**config.mk**
```make
export PLATFORM = sky130hd
export DESIGN_NAME = dtc_drive
export DESIGN_NICKNAME = d
export VERILOG_FILES = /design/src/design/dtc_pkg.sv /design/src/design/dtc_sync.sv /design/src/design/dtc_attention.sv /design/src/design/dtc_drive.sv
export VERILOG_INCLUDE_DIRS = /design/src /design/src/design
export SDC_FILE = /design/constraint.sdc
export NUM_CORES = 1
export LEC_CHECK = 0
export BUFFER_PORTS_ARGS = -buffer_cell sky130_fd_sc_hd__buf_2
export CELL_PAD_IN_SITES_DETAIL_PLACEMENT = 2
export CELL_PAD_IN_SITES_GLOBAL_PLACEMENT = 2
export CORE_MARGIN = 2
export CORE_UTILIZATION = 37
export DETAILED_ROUTE_END_ITERATION = 16
export PLACE_DENSITY = 0.9
export SLEW_MARGIN = 20
export SYNTH_ARGS = -nofsm -noshare
export SYNTH_HDL_FRONTEND = slang
export SYNTH_SLANG_ARGS = --single-unit
```
**constraint.sdc**
```tcl
create_clock -name clk_sys -period 2.7 [get_ports clk_sys]
set_input_delay 0.81 -clock clk_sys [delete_from_list [all_inputs] [get_ports clk_sys]]
set_output_delay 0.81 -clock clk_sys [all_outputs]
set_load 0.02 [all_outputs]
```
**src/design/dtc_defs.svh**
```systemverilog
// Constants for the tag bus command decoder
`ifndef DTC_DEFS_SVH
`define DTC_DEFS_SVH
`define DTC_CMD_READ 4'h0
`define DTC_CMD_WRITE 4'h1
`define DTC_CMD_RQSTAT 4'h2
`define DTC_CMD_RQATTN 4'h3
`define DTC_CMD_DISC 4'h4
`define DTC_CMD_CLEAR 4'h5
`define DTC_CMD_RQSECT 4'h6
`define DTC_CMD_SEEK 4'h8
`define DTC_CMD_ADDR 4'h9
`define DTC_CMD_UNIT 4'ha
`define DTC_CMD_RECAL 4'hb
`define DTC_CMD_XMIT 4'hc
`define DTC_CMD_OFFSET 4'hd
`define DTC_CMD_CLSTAT 4'he
`define DTC_CMD_SPARE_LO 4'h7
`define DTC_CMD_SPARE_HI 4'hf
`define DTC_MAX_CYL 9'h19a
`define DTC_CLS_ATTN 0
`define DTC_CLS_FIRST 1
`define DTC_OFS_SIGN 7
`define DTC_ATT_SEEK 0
`define DTC_ATT_ILL 1
`define DTC_ATT_RET 2
`define DTC_REG_CTRL 4'h0
`define DTC_REG_STATUS 4'h4
`define DTC_REG_ISTAT 4'h8
`define DTC_REG_IMASK 4'hc
`endif

```
**src/design/dtc_pkg.sv**
```systemverilog
// Types for the tag bus command decoder
package dtc_pkg;
   typedef enum logic [1:0] {DTC_IDLE = 2'b00, DTC_LAUNCH = 2'b01, DTC_MOVING = 2'b11} dtc_seek_t;
   typedef struct packed {
      logic [5:0] sector;
      logic protect;
      logic fault;
      logic format_mode;
      logic drive_type;
      logic sector_compare;
      logic head1_sel;
      logic head2_sel;
      logic heads_settled;
      logic heads_moved;
      logic emergency_retract;
   } dtc_sense_t;
   typedef struct packed {
      logic [8:0] cylinder;
      logic seek_go;
      logic [6:0] offset;
      logic [5:0] sector_addr;
      logic [1:0] head_id;
      logic [5:0] xmit_sector;
      logic xmit_go;
   } dtc_motion_t;
   typedef struct packed {
      logic strobe_d;
      logic settled_d;
      logic moved_d;
      logic retract_d;
      logic selected;
      dtc_seek_t seek_state;
      logic illegal_pend;
      logic seek_check;
      logic first_status;
      logic drive_ready;
      dtc_motion_t motion;
      logic [10:0] ctl_out;
      logic ctl_oe_n;
      logic attention_line;
      logic [31:0] rdata;
      logic [2:0] unit_sel;
      logic [2:0] irq_stat;
      logic [2:0] irq_mask;
      logic irq;
   } dtc_state_t;
endpackage

```
**src/design/dtc_sync.sv**
```systemverilog
// Two-flop synchroniser for pin inputs
`timescale 1ns/100ps
module dtc_sync #(parameter int W = 1) (
   // Clock and reset
   input wire logic clk_sys,
   input wire logic rstn,
   // Data
   input wire logic [W-1:0] d,
   output logic [W-1:0] q
);
   logic [W-1:0] meta;
   always_ff @(posedge clk_sys or negedge rstn) begin
      if (!rstn) begin
         meta <= '0;
         q <= '0;
      end else begin
         meta <= d;
         q <= meta;
      end
   end
endmodule // dtc_sync

```
**src/design/dtc_attention.sv**
```systemverilog
// The three attention flip-flops
`timescale 1ns/100ps
`include "dtc_defs.svh"
module dtc_attention (
   // Clock and reset
   input wire logic clk_sys,
   input wire logic rstn,
   // Events
   input wire logic set_seek,
   input wire logic set_illegal,
   input wire logic set_retract,
   input wire logic clr_all,
   input wire logic clr_moved,
   // Flags
   output logic [2:0] flags
);
   logic [2:0] next_flags;
   logic [2:0] sets;
   always_comb begin
      sets = {set_retract, set_illegal, set_seek};
      next_flags = flags;
      if (clr_all) begin
         next_flags = 3'h0;
      end
      if (clr_moved) begin
         next_flags[`DTC_ATT_SEEK] = 1'b0;
         next_flags[`DTC_ATT_RET] = 1'b0;
      end
      // A set in the same cycle as a clear wins
      next_flags = next_flags | sets;
   end
   always_ff @(posedge clk_sys or negedge rstn) begin
      if (!rstn) begin
         flags <= 3'h0;
      end else begin
         flags <= next_flags;
      end
   end
endmodule // dtc_attention

```
**src/design/dtc_drive.sv**
```systemverilog
// Drive-side tag bus command decoder with attention logic
`timescale 1ns/100ps
`include "dtc_defs.svh"
module dtc_drive (
   // Clock and reset
   input wire logic clk_sys,
   input wire logic rstn,
   // Register port
   input wire logic [3:0] reg_addr,
   input wire logic [31:0] reg_wdata,
   input wire logic reg_wr,
   input wire logic reg_rd,
   output logic [31:0] reg_rdata,
   output logic irq,
   // Tag and control bus pins
   input wire logic [3:0] tag_bus,
   input wire logic strobe,
   input wire logic [10:0] ctl_in,
   output logic [10:0] ctl_out,
   output logic ctl_oe_n,
   // Drive mechanics
   input wire dtc_pkg::dtc_sense_t sense,
   output dtc_pkg::dtc_motion_t motion,
   output logic attention_line,
   output logic drive_ready_line
);
   import dtc_pkg::*;

   function automatic logic reads_status(input logic [3:0] c);
      return c == `DTC_CMD_READ || c == `DTC_CMD_WRITE || c == `DTC_CMD_RQSTAT;
   endfunction

   //////////////////////////////////////////////////////////////////////////////////
   // Pin synchronisers
   dtc_state_t st;
   dtc_state_t next_st;
   dtc_sense_t sense_s;
   logic [3:0] tag_s;
   logic strb_s;
   logic [10:0] ctl_s;
   logic [2:0] flags;
   logic set_seek;
   logic set_ill;
   logic set_ret;
   logic clr_all;
   logic clr_moved;
   logic [10:0] stat_word;
   logic [10:0] sect_word;
   logic strb_rise;
   logic strb_fall;
   logic attn_now;

   dtc_sync #(.W($bits(dtc_sense_t))) u_sync_sense (
      .clk_sys(clk_sys),
      .rstn(rstn),
      .d(sense),
      .q(sense_s)
   );
   dtc_sync #(.W(16)) u_sync_bus (
      .clk_sys(clk_sys),
      .rstn(rstn),
      .d({strobe, tag_bus, ctl_in}),
      .q({strb_s, tag_s, ctl_s})
   );
   dtc_attention u_attn (
      .clk_sys(clk_sys),
      .rstn(rstn),
      .set_seek(set_seek),
      .set_illegal(set_ill),
      .set_retract(set_ret),
      .clr_all(clr_all),
      .clr_moved(clr_moved),
      .flags(flags)
   );

   //////////////////////////////////////////////////////////////////////////////////
   // Event detection
   assign strb_rise = strb_s & ~st.strobe_d;
   assign strb_fall = ~strb_s & st.strobe_d;
   assign attn_now = |flags;
   assign set_seek = st.seek_state == DTC_MOVING && sense_s.heads_settled && !st.settled_d;
   assign set_ill = strb_fall && st.illegal_pend;
   assign set_ret = sense_s.emergency_retract && !st.retract_d;
   assign clr_moved = sense_s.heads_moved && !st.moved_d;
   assign clr_all = strb_rise && tag_s == `DTC_CMD_CLSTAT && ctl_s[`DTC_CLS_ATTN];
   // Answer words; access ready only while no seek is in flight
   assign stat_word = {sense_s.drive_type, 1'b0, sense_s.sector_compare, attn_now, sense_s.protect,
                       sense_s.format_mode, sense_s.fault, st.first_status, st.seek_check,
                       st.drive_ready, sense_s.heads_settled && st.seek_state == DTC_IDLE};
   assign sect_word = {sense_s.drive_type, sense_s.head2_sel, sense_s.head1_sel, attn_now,
                       sense_s.protect, sense_s.sector};

   //////////////////////////////////////////////////////////////////////////////////
   // Next state
   always_comb begin
      next_st = st;
      next_st.strobe_d = strb_s;
      next_st.settled_d = sense_s.heads_settled;
      next_st.moved_d = sense_s.heads_moved;
      next_st.retract_d = sense_s.emergency_retract;
      next_st.motion.seek_go = 1'b0;
      next_st.motion.xmit_go = 1'b0;
      // Illegal cylinder flag waits for the strobe to fall
      if (strb_fall) begin
         next_st.illegal_pend = 1'b0;
      end
      // Command execution on the strobe leading edge
      if (strb_rise) begin
         case (tag_s)
            `DTC_CMD_SEEK: begin
               if (ctl_s[8:0] > `DTC_MAX_CYL) begin
                  next_st.illegal_pend = 1'b1;
                  next_st.seek_check = 1'b1;
               end else begin
                  next_st.motion.cylinder = ctl_s[8:0];
                  next_st.seek_state = DTC_LAUNCH;
                  next_st.seek_check = 1'b0;
                  next_st.motion.offset = 7'h00;
               end
            end
            `DTC_CMD_RECAL: begin
               next_st.motion.cylinder = 9'h000;
               next_st.seek_state = DTC_LAUNCH;
               next_st.seek_check = 1'b0;
               next_st.motion.offset = 7'h00;
            end
            `DTC_CMD_ADDR: begin
               next_st.motion.sector_addr = ctl_s[5:0];
               next_st.motion.head_id = ctl_s[9:8];
            end
            `DTC_CMD_UNIT: next_st.selected = ctl_s[2:0] == st.unit_sel;
            `DTC_CMD_DISC: next_st.selected = 1'b0;
            `DTC_CMD_XMIT: begin
               next_st.motion.xmit_sector = ctl_s[5:0];
               next_st.motion.xmit_go = 1'b1;
            end
            `DTC_CMD_OFFSET: next_st.motion.offset = {ctl_s[`DTC_OFS_SIGN], ctl_s[5:0]};
            `DTC_CMD_CLSTAT: begin
               if (ctl_s[`DTC_CLS_FIRST]) begin
                  next_st.first_status = 1'b0;
               end
            end
            default: ;
         endcase
      end
      // Head positioning sequence
      case (st.seek_state)
         DTC_LAUNCH: begin
            next_st.motion.seek_go = 1'b1;
            next_st.seek_state = DTC_MOVING;
         end
         DTC_MOVING: begin
            if (set_seek) begin
               next_st.seek_state = DTC_IDLE;
               next_st.drive_ready = 1'b1;
            end
         end
         default: ;
      endcase
      if (sense_s.emergency_retract) begin
         next_st.drive_ready = 1'b0;
         next_st.seek_state = DTC_IDLE;
      end
      // Control bus answer, held while the strobe stays high
      next_st.ctl_out = 11'h000;
      next_st.ctl_oe_n = 1'b1;
      if (strb_s) begin
         if (reads_status(tag_s) && st.selected) begin
            next_st.ctl_out = stat_word;
            next_st.ctl_oe_n = 1'b0;
         end else if (tag_s == `DTC_CMD_RQSECT && st.selected) begin
            next_st.ctl_out = sect_word;
            next_st.ctl_oe_n = 1'b0;
         end else if (tag_s == `DTC_CMD_RQATTN && attn_now) begin
            next_st.ctl_out = 11'h001 << st.unit_sel;
            next_st.ctl_oe_n = 1'b0;
         end
      end
      next_st.attention_line = attn_now;
      // Register port
      next_st.rdata = 32'h0000_0000;
      if (reg_rd) begin
         case (reg_addr)
            `DTC_REG_CTRL: next_st.rdata = {29'h0, st.unit_sel};
            `DTC_REG_STATUS: next_st.rdata = {16'h0, st.motion.cylinder[7:0], 1'b0, st.seek_check,
                                              st.first_status, st.drive_ready, st.selected, flags};
            `DTC_REG_ISTAT: next_st.rdata = {29'h0, st.irq_stat};
            `DTC_REG_IMASK: next_st.rdata = {29'h0, st.irq_mask};
            default: next_st.rdata = 32'h0000_0000;
         endcase
      end
      if (reg_wr) begin
         case (reg_addr)
            `DTC_REG_CTRL: next_st.unit_sel = reg_wdata[2:0];
            `DTC_REG_ISTAT: next_st.irq_stat = st.irq_stat & ~reg_wdata[2:0];
            `DTC_REG_IMASK: next_st.irq_mask = reg_wdata[2:0];
            default: ;
         endcase
      end
      // Events latch after the clear, so a set beats a same-cycle write of one
      next_st.irq_stat = next_st.irq_stat | {set_ret, set_ill, set_seek};
      next_st.irq = |(next_st.irq_stat & st.irq_mask);
   end

   always_ff @(posedge clk_sys or negedge rstn) begin
      if (!rstn) begin
         st <= '0;
         st.first_status <= 1'b1;
         st.ctl_oe_n <= 1'b1;
      end else begin
         st <= next_st;
      end
   end

   assign reg_rdata = st.rdata;
   assign irq = st.irq;
   assign ctl_out = st.ctl_out;
   assign ctl_oe_n = st.ctl_oe_n;
   assign motion = st.motion;
   assign attention_line = st.attention_line;
   assign drive_ready_line = st.drive_ready;
endmodule // dtc_drive

```
## Yosys cells after proc, flatten, opt, wreduce, memory -nomap -nowiden

Cells that the tools add are included.

- $lt $le $gt $ge: 1
- Equality and inequality tests: 19
- Shift operators: 1
- Mux-type cells: 36
- Bitwise operators: 9
- Reduce and logical (&&, ||, !) cells: 36

Operators with widths:

| operator | count |
|---|---|
| 16-bit one-hot mux with 4 select lines | 1 |
| 12-bit two-way mux | 4 |
| 4-bit equality test (second input constant) | 9 |
| 7-bit one-hot mux with 3 select lines | 1 |
| 9-bit one-hot mux with 2 select lines | 1 |
| 16-bit two-way mux | 1 |
| 1-bit two-way mux | 14 |
| 2-bit AND reduction | 7 |
| 4-bit by 3-bit equality test with 1-bit output (second input constant) | 3 |
| 1-bit logical AND | 11 |
| 1-bit by 3-bit << shifter with 11-bit output (first input constant) | 1 |
| 9-bit greater-than comparator (second input constant) | 1 |
| 3-bit two-way mux | 3 |
| 9-bit two-way mux | 1 |
| 3-bit AND reduction | 3 |
| 4-bit by 2-bit equality test with 1-bit output (second input constant) | 2 |
| 4-bit zero test | 2 |
| 2-bit one-hot mux with 2 select lines | 2 |
| 2-bit nonzero test | 4 |
| 7-bit two-way mux | 1 |
| 3-bit bitwise AND | 2 |
| 2-bit two-way mux | 3 |
| 6-bit two-way mux | 1 |
| 3-bit bitwise OR | 2 |
| 15 further kinds | 22 |

- Flip-flop bits (word level): 165
- Input bits: 72
- Output and inout bits: 79
- Logic and storage cells: 132

## Logic depth before layout (Yosys ltp)

Gate-level depths: netlist of the first run.

- Depth after elaboration: 9
- Mapped depth: 6
- Depth with buffers taken out: 4

## Hierarchy

From an unflattened synthesis of the first run, not the netlist that was laid out.

- Cell total of the unflattened synthesis: 429
- Area, all modules: 5804.3 um^2

Modules (own cells, without submodules):

| module | instances | cells an instance | area each (um^2) | sequential area each (um^2) |
|---|---|---|---|---|
| dtc_drive | 1 | 357 | 4097.7 | 2029.4 |
| dtc_sync | 2 | 32 | 800.8 | 800.8 |
| dtc_attention | 1 | 8 | 105.1 | 75.1 |

## Worst setup path after synthesis of the first run

OpenSTA, ideal clock, no wires.

- Path kind: input port to flip-flop
- From: input reg_addr[1]
- To: register st (netlist bit irq)
- Setup time: 126 ps
- Arrival time: 1772 ps
- Setup slack: 802 ps
- Stages: 4
- Buffers on the path: 0
- Cells stage by stage: nor4b_2 -> nand3_1 -> a21o_1 -> a221o_1

RTL lines:

| element | line | RTL |
|---|---|---|
| start: declaration | dtc_drive.sv:9 | `input wire logic [3:0] reg_addr,` |
| end signal: assignment | dtc_drive.sv:211 | `st <= next_st;` |
| end: declaration | dtc_drive.sv:35 | `dtc_state_t st;` |

==> results of run 1 <==
## stage by stage
step,utilization,area (um^2)
CTS,0.445,6520
finish,0.445,6520
global route,0.445,6520
detailed placement,0.400,5860
floorplan,-,5660
global placement,0.400,5860
## placed cells by master, fill, tap and decap left out, types with 3 or more instances in the layout
| cell type | n |
|---|---|
| conb_1 | 17 |
| a21boi_0 | 3 |
| buf_4 | 5 |
| and3_1 | 7 |
| nor2_1 | 15 |
| nor3b_1 | 4 |
| o21ai_0 | 3 |
| a22oi_1 | 4 |
| nor2b_1 | 6 |
| and2_1 | 13 |
| xor2_1 | 3 |
| dfrtp_1 | 144 |
| inv_1 | 4 |
| a21o_1 | 4 |
| and4b_1 | 3 |
| mux2_2 | 14 |
| nand2_1 | 6 |
| o21a_1 | 3 |
| bufinv_16 | 6 |
| and2b_1 | 3 |
| mux2i_1 | 8 |
| mux2_4 | 6 |
| a22o_1 | 11 |
| buf_2 | 102 |
| nand2b_1 | 3 |
| mux4_2 | 3 |
| nand3_1 | 4 |
| clkbuf_16 | 17 |
## area by class of cell
| type | count | area (um^2) | area share |
|---|---|---|---|
| clock buffers | 20 | 457 | 0.0700 |
| clock inverters | 10 | 206 | 0.0317 |
| inverters | 4 | 15.0 | 0.00230 |
| multi-input cells | 179 | 1380 | 0.211 |
| flip-flops and latches | 146 | 3660 | 0.561 |
| well taps | 184 | 230 | 0.0353 |
| repair buffers | 109 | 579 | 0.0888 |
## state kept, by name, summed over array words and instances (netlist names)
signal and cells:
st 19, ctl_out 11, u_sync_sense.meta 16, motion 32
u_attn.flags 3, reg_rdata 15, attention_line 1, u_sync_sense.q 16
drive_ready_line 1, u_sync_bus.meta 15, u_sync_bus.q 15, irq 1
ctl_oe_n 1
## worst paths after layout
check                           slack (ps)  cells after the start                  from                  to
worst min-delay path                   310                      1                  rstn  u_sync_bus.meta[5]
worst min register to register         350                      0  u_sync_sense.meta[5]   u_sync_sense.q[5]
worst max register to register         810                      4      u_sync_bus.q[11]          ctl_out[0]
max in group asynchronous             1690                      2                  rstn            ctl_oe_n
min in group clk_sys                   350                      0  u_sync_sense.meta[5]   u_sync_sense.q[5]
worst max-delay path                   810                      4      u_sync_bus.q[11]          ctl_out[0]
## cells by family (layout without fill, tap and decap cells)
kind of cell / count (synthesis) / in the layout / share of synthesized area
other: 1 / 17 / 0.000670
buffers and inverters: 89 / 143 / 0.111
DFF: 146 / 146 / 0.653
muxes: 31 / 31 / 0.0706
AOI/OAI and AO/OA: 44 / 44 / 0.0619
xor gates and xnor gates: 3 / 3 / 0.00469
and+or+nand+nor: 84 / 84 / 0.0977
## critical path: stages (launching register included)
cell,delay (ps)
dfrtp_1,460
and2_2,280
nor3_2,550
a32oi_1,180
a21boi_0,300
## layer usage
layer  track usage  vias up  share of wire
met4        0.0653        0          0.015
met3        0.0423       14          0.038
met1         0.210     1645           0.43
met5             0        -              0
li1              -     1396              -
met2         0.289       79           0.52
## power groups by stage
stage | combinational, W | sequential [W] | clock, W
finish | 0.000593 | 0.00253 | 0.00266
global route | 0.000641 | 0.00256 | 0.00281
CTS | 0.000606 | 0.00253 | 0.00272
detailed placement | 0.000597 | 0.00257 | 0
global placement | 0.000571 | 0.00254 | 0
floorplan | 0.000519 | 0.00250 | 0
==> flow_summary_export.csv, run 1 <==
group,metric,value,unit
placed_design,dp_slack,501,ps
clocking,htree_levels,4,
worst_setup_path,cp_data_required_time,3000,ps
floorplanning,dieArea,16100,um^2
power,clock_power_share,0.460,
floorplanning,initial_utilization,0.382,
power,intPower,0.00439,W
logic_synthesis,synth-seq-cells,146,
worst_hold_path,worstHoldPathType,"in2async",
floorplanning,rows,44,
worst_setup_path,cp_max_fo,9,
clocking,cts_sinks,146,
sta,slew_headroom,0.566,
cells_and_area,fillers,1431,
worst_setup_path,cp-end-kind,"register",
placed_design,place.gp.congestion,0.769,
worst_setup_path,cp-start-kind,"register",
logic_synthesis,synth_seq_area_share,0.653,
sta,rsz0062_at_grt,"false",
placed_design,dp_cells,622,
grt,grt_max_degree,61,
sta,fmax,0.530,GHz
worst_setup_path,path_class,"reg2reg",
placed_design,io_buffers,103,
sta,report.final.hold_viol_count,0,
grt,grt_usage,0.170,
sta,min_period,1890,ps
routing,drt_iter0_markers,156,
routing,dr.pass1.iters,4,
power,p_switching,0.00139,W
logic_synthesis,yosysWarnings,0,
floorplanning,die_y,127,um
floorplanning,core_area,14600,um^2
floorplanning,die_x,127,um
cells_and_area,final_cell_count_no_fill,652,
grt,grt_pass1_wl,20400,um
logic_synthesis,netlist_area,5600,um^2
routing,vias,3134,
clocking,post_cts_resized,0,
grt,grt_overflow,0,
grt,grt_pass1_vias,3601,
clocking,cts_hold_buffers,0,
cells_and_area,num-nets-final,529,
logic_synthesis,yosysUniqueCellTypes,59,
clocking,cts_setup_buffers,0,
power,p_sw_frac,0.241,
logic_synthesis,yosys.cell_count.top_type,"dfrtp_1",
worst_setup_path,arrival,2180,ps
logic_synthesis,synth_cells,398,
power,p_per_area,886,nW/um^2
power,finalPower,0.00578,W
logic_synthesis,synth_top_cell_area_share,0.644,
status,status,"finished, final reports clean",
routing,vias_per_cell,4.81,
clocking,clockBufferDepth,2,
sta,fin_tns_setup,0,ps
clocking,cts_tree,"done",
sta,fin_crit_sh,0.699,
sta,drv_slew,0,
clocking,clk_latency,420,ps
logic_synthesis,synthArstFlopShare,1.00,
power,p_seq_frac,0.438,
routing,drt-total-wl,12900,um
sta,holdWs,314,ps
power,power_frac_comb,0.103,
power,max-vdd-ir-drop,0.000443,V
sta,fin_ws,813,ps
logic_synthesis,syn_area_per_cell,14.1,um^2
routing,wire_per_inst,19.7,um
cells_and_area,area_delta_synth_final,16.5,%
sta,finClkSkew,14.2,ps
sta,finalSetupViolCount,0,
logic_synthesis,synth_edf_count,0,
placed_design,hpwlAfterDp,9010,um
grt,antenna_found_initial,0,
clocking,numCtsBuffers,17,
floorplanning,pin_count,151,
logic_synthesis,ys_top_cells_by_count,"dfrtp_1, buf_4, nor2_1",
routing,drc,0,
clocking,clk_pin_slew,60,ps
logic_synthesis,ys.flop_type,"dfrtp_1",
run,drv_cap,0,
cells_and_area,drive_above_1_share,0.372,
cells_and_area,diodes,0,
clocking,cts-root-buf,"clkbuf_16",
power,leakage,3.27,nW
routing,drtAntennaViolNets,0,
logic_synthesis,ys_top_cells_by_area,"dfrtp_1, buf_4, mux2_2, a22o_1, mux2_4",
sta,max_slew.worst_pin.slew,647,ps
logic_synthesis,yosysTopAreaCell,"dfrtp_1",
No activity file was read; power rests on OpenSTA's default activity.
==> inputs of run 2 (changes only) <==
Settings changed: ABC_AREA set to 1, CORE_UTILIZATION 37 to 33, PLACE_DENSITY 0.9 to 0.87.
Clock period 2.7 ns to 1.8 ns, I/O delays scaled along.
==> run 2 against run 1 <==
  * Critical path depth rose by 2
  * Die area rose by 14%
  * Flip-flop and latch count did not move
  * Largest cell class unchanged
  * Fmax rose by 14%
  * Cell count rose by 30%
  * Hold slack got worse by 300 ps
  * Total power rose by 43%
  * Clock power rose by 36%
  * Synthesized cell count rose by 35%
  * Final area rose by 3.3%
  * Register-to-register slack got worse by 670 ps
==> flow_summary_export.csv, run 2 <==
group,metric,value,unit
routing,drtAntennaViolNets,0,
clocking,cts_tree,"done",
sta,finClkSkew,15.5,ps
worst_setup_path,slowest_stage,"dfrtp_1",
worst_setup_path,r2r_slack,140,ps
power,p_per_area,1230,nW/um^2
floorplanning,dieArea,18500,um^2
logic_synthesis,synth_edf_count,0,
floorplanning,initial_utilization,0.335,
worst_setup_path,crit_buf_inv,1,
worst_setup_path,slowest_delay,420,ps
sta,rsz0062_at_grt,"false",
worst_setup_path,path_depth,6,
sta,fin_tns_setup,0,ps
worst_setup_path,reg2reg_from,"u_sync_bus.q[12]",
logic_synthesis,ys_top_cells_by_count,"dfrtp_1, nand2_1, buf_4",
cells_and_area,layout_common_cells,"dfrtp_1, buf_2, nand2_1",
status,status,"finished, final reports clean",
worst_setup_path,cp-endpoint,"ctl_out[6]",
floorplanning,pin_count,151,
logic_synthesis,syn_area_per_cell,10.7,um^2
worst_setup_path,cp_data_required_time,2120,ps
grt,grt_usage,0.174,
logic_synthesis,yosysWarnings,0,
clocking,cts_sinks,146,
logic_synthesis,yosys.cell_count.top_type,"dfrtp_1",
clocking,cts_setup_buffers,0,
logic_synthesis,yosysUniqueCellTypes,35,
logic_synthesis,synth_top_cell_area_share,0.628,
routing,drt_iter0_markers,228,
worst_setup_path,path_cells,"nand2_1 > inv_1 > nand2_1 > nor2_1 > o21ai_0 > nor3_1",
sta,drv_slew,0,
worst_setup_path,cp-start-kind,"register",
floorplanning,die_x,136,um
routing,wire_per_inst,17.7,um
cells_and_area,fillers,1837,
run,drv_cap,0,
worst_setup_path,path_class,"reg2reg",
routing,dr.pass1.iters,4,
worst_setup_path,cp_max_fo,4,
routing,drc,0,
cells_and_area,layout_commonest_cell,"dfrtp_1",
grt,grt_pass1_vias,4367,
sta,fin_crit_sh,0.921,
floorplanning,rows,48,
worst_setup_path,crit_family,"simple AND/OR/NAND/NOR gates",
routing,vias,3755,
logic_synthesis,ys_top_cells_by_area,"dfrtp_1, buf_4, nand2_1, inv_1, o21ai_0",
cells_and_area,area_delta_synth_final,17.5,%
routing,vias_per_cell,4.44,
worst_setup_path,reg2reg_depth,6,
clocking,clockBufferDepth,2,
logic_synthesis,synthArstFlopShare,1.00,
worst_setup_path,arrival,1980,ps
logic_synthesis,synth_cells,537,
logic_synthesis,netlist_area,5740,um^2
cells_and_area,drive_above_1_share,0.298,
clocking,numCtsBuffers,17,
routing,drt-total-wl,15000,um
placed_design,hpwlAfterDp,10700,um
power,finalPower,0.00826,W
cells_and_area,stdcell_area,6740,um^2
sta,min_period,1660,ps
floorplanning,die_y,136,um
logic_synthesis,ys.flop_type,"dfrtp_1",
cells_and_area,diodes,0,
sta,finalSetupViolCount,0,
placed_design,place_area,6130,um^2
grt,grt_max_degree,48,
clocking,htree_levels,4,
worst_setup_path,cp_common_cell,"nand2_1",
clocking,clk_latency,430,ps
worst_hold_path,worstHoldPathType,"in2async",
clocking,clk_pin_slew,70,ps
placed_design,io_buffers,103,
power,leakage,3.53,nW
placed_design,place.gp.congestion,0.802,
worst_setup_path,cp-end-kind,"register",
sta,report.final.hold_viol_count,0,
power,max-vdd-ir-drop,0.000628,V
grt,grt_overflow,0,
clocking,cts-root-buf,"clkbuf_16",
logic_synthesis,synth_seq_area_share,0.637,
worst_setup_path,r2r-end,"ctl_out[6]",
grt,antenna_found_initial,0,
logic_synthesis,yosysTopAreaCell,"dfrtp_1",
cells_and_area,num-nets-final,679,
clocking,post_cts_resized,0,
floorplanning,core_area,17100,um^2
clocking,cts_hold_buffers,0,
sta,fmax,0.603,GHz
logic_synthesis,synth-seq-cells,146,
cells_and_area,largest_reg_flops,32,
grt,grt_pass1_wl,23900,um
worst_setup_path,crit_start,"u_sync_bus.q[12]",
-- run 2: cell types whose count changed after synthesis, moves of 7 or more --
| cell | before | now |
|---|---|---|
| nor3_1 | 2 | 9 |
| mux2_2 | 14 | 2 |
| o21ai_2 | 1 | 16 |
| nor2_1 | 15 | 38 |
| and2_1 | 13 | 0 |
| inv_1 | 4 | 63 |
| nand3_1 | 4 | 16 |
| mux2i_1 | 8 | 0 |
| o21ai_0 | 3 | 31 |
| a22o_1 | 11 | 0 |
| nand2_1 | 6 | 93 |
-- run 2: cells by family (layout without fill, tap and decap cells) --
kind of cell | after synthesis | after routing | synth area share
AND/OR/NAND/NOR | 169 | 169 | 0.126
buffers and inverters | 148 | 215 | 0.151
flip-flops | 146 | 146 | 0.637
AO/OA/AOI/OAI | 70 | 70 | 0.0794
multiplexers | 2 | 2 | 0.00393
other | 1 | 17 | 0.000654
XOR/XNOR | 1 | 1 | 0.00153
-- run 2: per-stage QoR --
stage / hold WS [ps] / utilization / instances / setup WS [ps]
after floorplan: 244 / - / 553 / 329
after global placement: 333 / 0.358 / 813 / 220
after detailed placement: 336 / 0.358 / 813 / 135
after CTS: 2.20 / 0.393 / 845 / 35.0
after global routing: 14.3 / 0.394 / 845 / 9.68
final: 9.29 / 0.394 / 845 / 142
-- run 2: per-layer routing --
layer / vias to the layer above / share of wire / global-route usage
met5: - / 0 / 0
li1: 1728 / - / -
met2: 95 / 0.52 / 0.301
met4: 0 / 0.021 / 0.0689
met3: 25 / 0.044 / 0.0474
met1: 1907 / 0.41 / 0.205
-- run 2: worst min-delay path by stage --
| stage | cells past startpoint | from | slack, ps | endpoint |
|---|---|---|---|---|
| after global placement | 0 | u_sync_bus.meta[8] | 330 | u_sync_bus.q[8] |
| after global routing | 1 | rstn | 10 | motion[1] |
| after detailed placement | 0 | u_sync_sense.meta[5] | 340 | u_sync_sense.q[5] |
| final | 1 | rstn | 9 | st[93] |
| after floorplan | 0 | rstn | 240 | attention_line |
| after CTS | 1 | rstn | 2 | motion[1] |
-- run 2: area by class of cell --
class                   instances  area, um^2  share of cell area
repair buffers                119         679               0.101
clock inverters                13         159              0.0236
multi-input cells             259        1280               0.190
well taps                     225         282              0.0418
flip-flops and latches        146        3660               0.542
clock buffers                  19         443              0.0657
inverters                      64         240              0.0356
-- run 2: report_power, final --
group	switching, W	internal (W)
clock network	0.00140	0.00222
registers	0.000184	0.00354
logic	0.000630	0.000286
total	0.00222	0.00604
==> inputs of run 3 (changes only) <==
Settings changed: CORE_UTILIZATION 33 to 34, CTS_BUF_LIST set to sky130_fd_sc_hd__clkbuf_4, PLACE_DENSITY 0.87 to 0.89.
==> run 3 against run 2 <==
  * Worst setup slack got worse by 140 ps
  * Hold slack better by 52 ps
  * Via count hardly changed
  * Count of clock-buffer cells in the layout fell by 2
  * Largest cell class unchanged
  * Largest power group unchanged
==> flow_summary_export.csv, run 3 (same netlist as run 2, synthesis figures left out) <==
group,metric,value,unit
status,status,"finished, final reports clean",
cells_and_area,layout_commonest_cell,"dfrtp_1",
routing,drt_iter0_markers,152,
worst_setup_path,path_cells,"buf_6",
floorplanning,rows,47,
worst_setup_path,arrival,1260,ps
grt,grt_pass1_vias,4360,
cells_and_area,layout_common_cells,"dfrtp_1, buf_2, nand2_1",
power,p_switching,0.00202,W
run,drv_cap,0,
clocking,cts_tree,"done",
routing,drtAntennaViolNets,0,
clocking,numCtsBuffers,17,
routing,vias,3754,
power,p_sw_frac,0.280,
sta,fmax,0.557,GHz
worst_setup_path,path_class,"reg2out",
worst_setup_path,slowest_delay,570,ps
power,leakage,3.44,nW
cells_and_area,multi_input_area,1280,um^2
clocking,clk_pin_slew,130,ps
routing,wire_per_inst,17.9,um
worst_setup_path,cp_max_fo,1,
grt,antenna_found_initial,1,
floorplanning,initial_utilization,0.347,
sta,finalSetupViolCount,0,
cells_and_area,num-nets-final,680,
worst_setup_path,r2r_slack,170,ps
placed_design,place.gp.congestion,0.825,
cells_and_area,final_core_util,0.394,
placed_design,io_buffers,103,
floorplanning,die_y,134,um
floorplanning,dieArea,17900,um^2
grt,grt_overflow,0,
routing,drt-total-wl,15100,um
floorplanning,core_area,16500,um^2
power,intPower,0.00520,W
clocking,clockBufferDepth,2,
routing,dr.pass1.iters,5,
cells_and_area,area_delta_synth_final,13.5,%
worst_setup_path,crit_buf_inv,1,
routing,drc,0,
sta,drv_slew,0,
sta,report.final.hold_viol_count,0,
clocking,cts_sinks,146,
floorplanning,die_x,134,um
routing,vias_per_cell,4.46,
cells_and_area,drive_above_1_share,0.298,
grt,grt_usage,0.175,
clocking,cts-root-buf,"clkbuf_4",
power,power_frac_comb,0.127,
worst_setup_path,cp_data_required_time,1260,ps
worst_setup_path,slowest_stage,"dfstp_2",
power,clock_power_share,0.358,
worst_setup_path,cp-start-kind,"register",
cells_and_area,largest_reg_flops,32,
sta,min_period,1800,ps
cells_and_area,seq_area,3660,um^2
clocking,clk_latency,570,ps
power,p_seq_frac,0.515,
sta,fin_crit_sh,0.998,
floorplanning,pin_count,151,
clocking,htree_levels,4,
sta,finClkSkew,20.2,ps
sta,rsz0062_at_grt,"true",
worst_setup_path,cp-end-kind,"output pin",
worst_hold_path,worstHoldPathType,"in2reg",
sta,fin_tns_setup,0,ps
grt,grt_max_degree,47,
worst_setup_path,crit_family,"flip-flops",
grt,grt_pass1_wl,23700,um
cells_and_area,fillers,1771,
power,max-vdd-ir-drop,0.000338,V
placed_design,hpwlAfterDp,10900,um
power,p_per_area,1110,nW/um^2
-- run 3: cell count changes in the layout (fill, tap and decap cells not counted), moves of 2 or more --
cell / change
clkinvlp_4: -2
clkbuf_16: -17
bufinv_16: +3
clkbuf_4: +17
nand3_2: +2
-- run 3: metrics by stage --
step | area, um^2 | setup WS [ps] | instances | hold slack [ps] | power [W]
final | 6510 | 3.35 | 842 | 60.9 | 0.00722
after global routing | 6510 | -49.7 | 842 | 10.2 | 0.00755
after detailed placement | 6120 | 58.8 | 808 | 338 | 0.00470
after global placement | 6120 | 272 | 808 | 333 | 0.00461
after floorplan | 5800 | 329 | 553 | 244 | 0.00443
after CTS | 6500 | -39.1 | 841 | 17.3 | 0.00732
-- run 3: what timing repair did --
action | 4_1_cts | 5_1_grt
gates resized for setup | 2 | 2
cloned | 0 | 0
buffers inserted | 0 | 0
hold endpoints to repair | 30 | 0
hold buffers | 1 | 0
setup endpoints to repair | 1 | 4
-- run 3: final cells by class --
class | instances | share of cell area
Sequential cell | 146 | 0.561
Antenna cell | 1 | 0.000384
Timing Repair Buffer | 120 | 0.107
Clock buffer | 17 | 0.0196
Multi-Input combinational cell | 259 | 0.196
Inverter | 64 | 0.0369
Clock inverter | 15 | 0.0365
Tap cell | 220 | 0.0423
-- run 3: power by group through the flow --
stage | registers [W] | clock network [W] | logic [W]
2_1_floorplan | 0.00372 | 0 | 0.000711
3_3_place_gp | 0.00376 | 0 | 0.000852
3_5_place_dp | 0.00378 | 0 | 0.000917
4_1_cts | 0.00372 | 0.00266 | 0.000935
5_1_grt | 0.00375 | 0.00279 | 0.00101
6_report | 0.00372 | 0.00258 | 0.000916
-- run 3: per-layer routing --
layer,global-route usage,routed length (um)
met1,0.204,6170
met2,0.302,7790
met3,0.0446,599
met4,0.0863,494
met5,0,0
-- run 3: worst paths after layout --
check | end | cells after the start | startpoint
max | ctl_oe_n | 1 | ctl_oe_n
min | u_sync_sense.meta[4] | 1 | sense[4]
max reg2reg | ctl_out[6] | 6 | u_sync_bus.q[13]
min reg2reg | u_sync_bus.q[5] | 0 | u_sync_bus.meta[5]
max in group asynchronous | ctl_oe_n | 3 | rstn
min in group asynchronous | st[97] | 2 | rstn
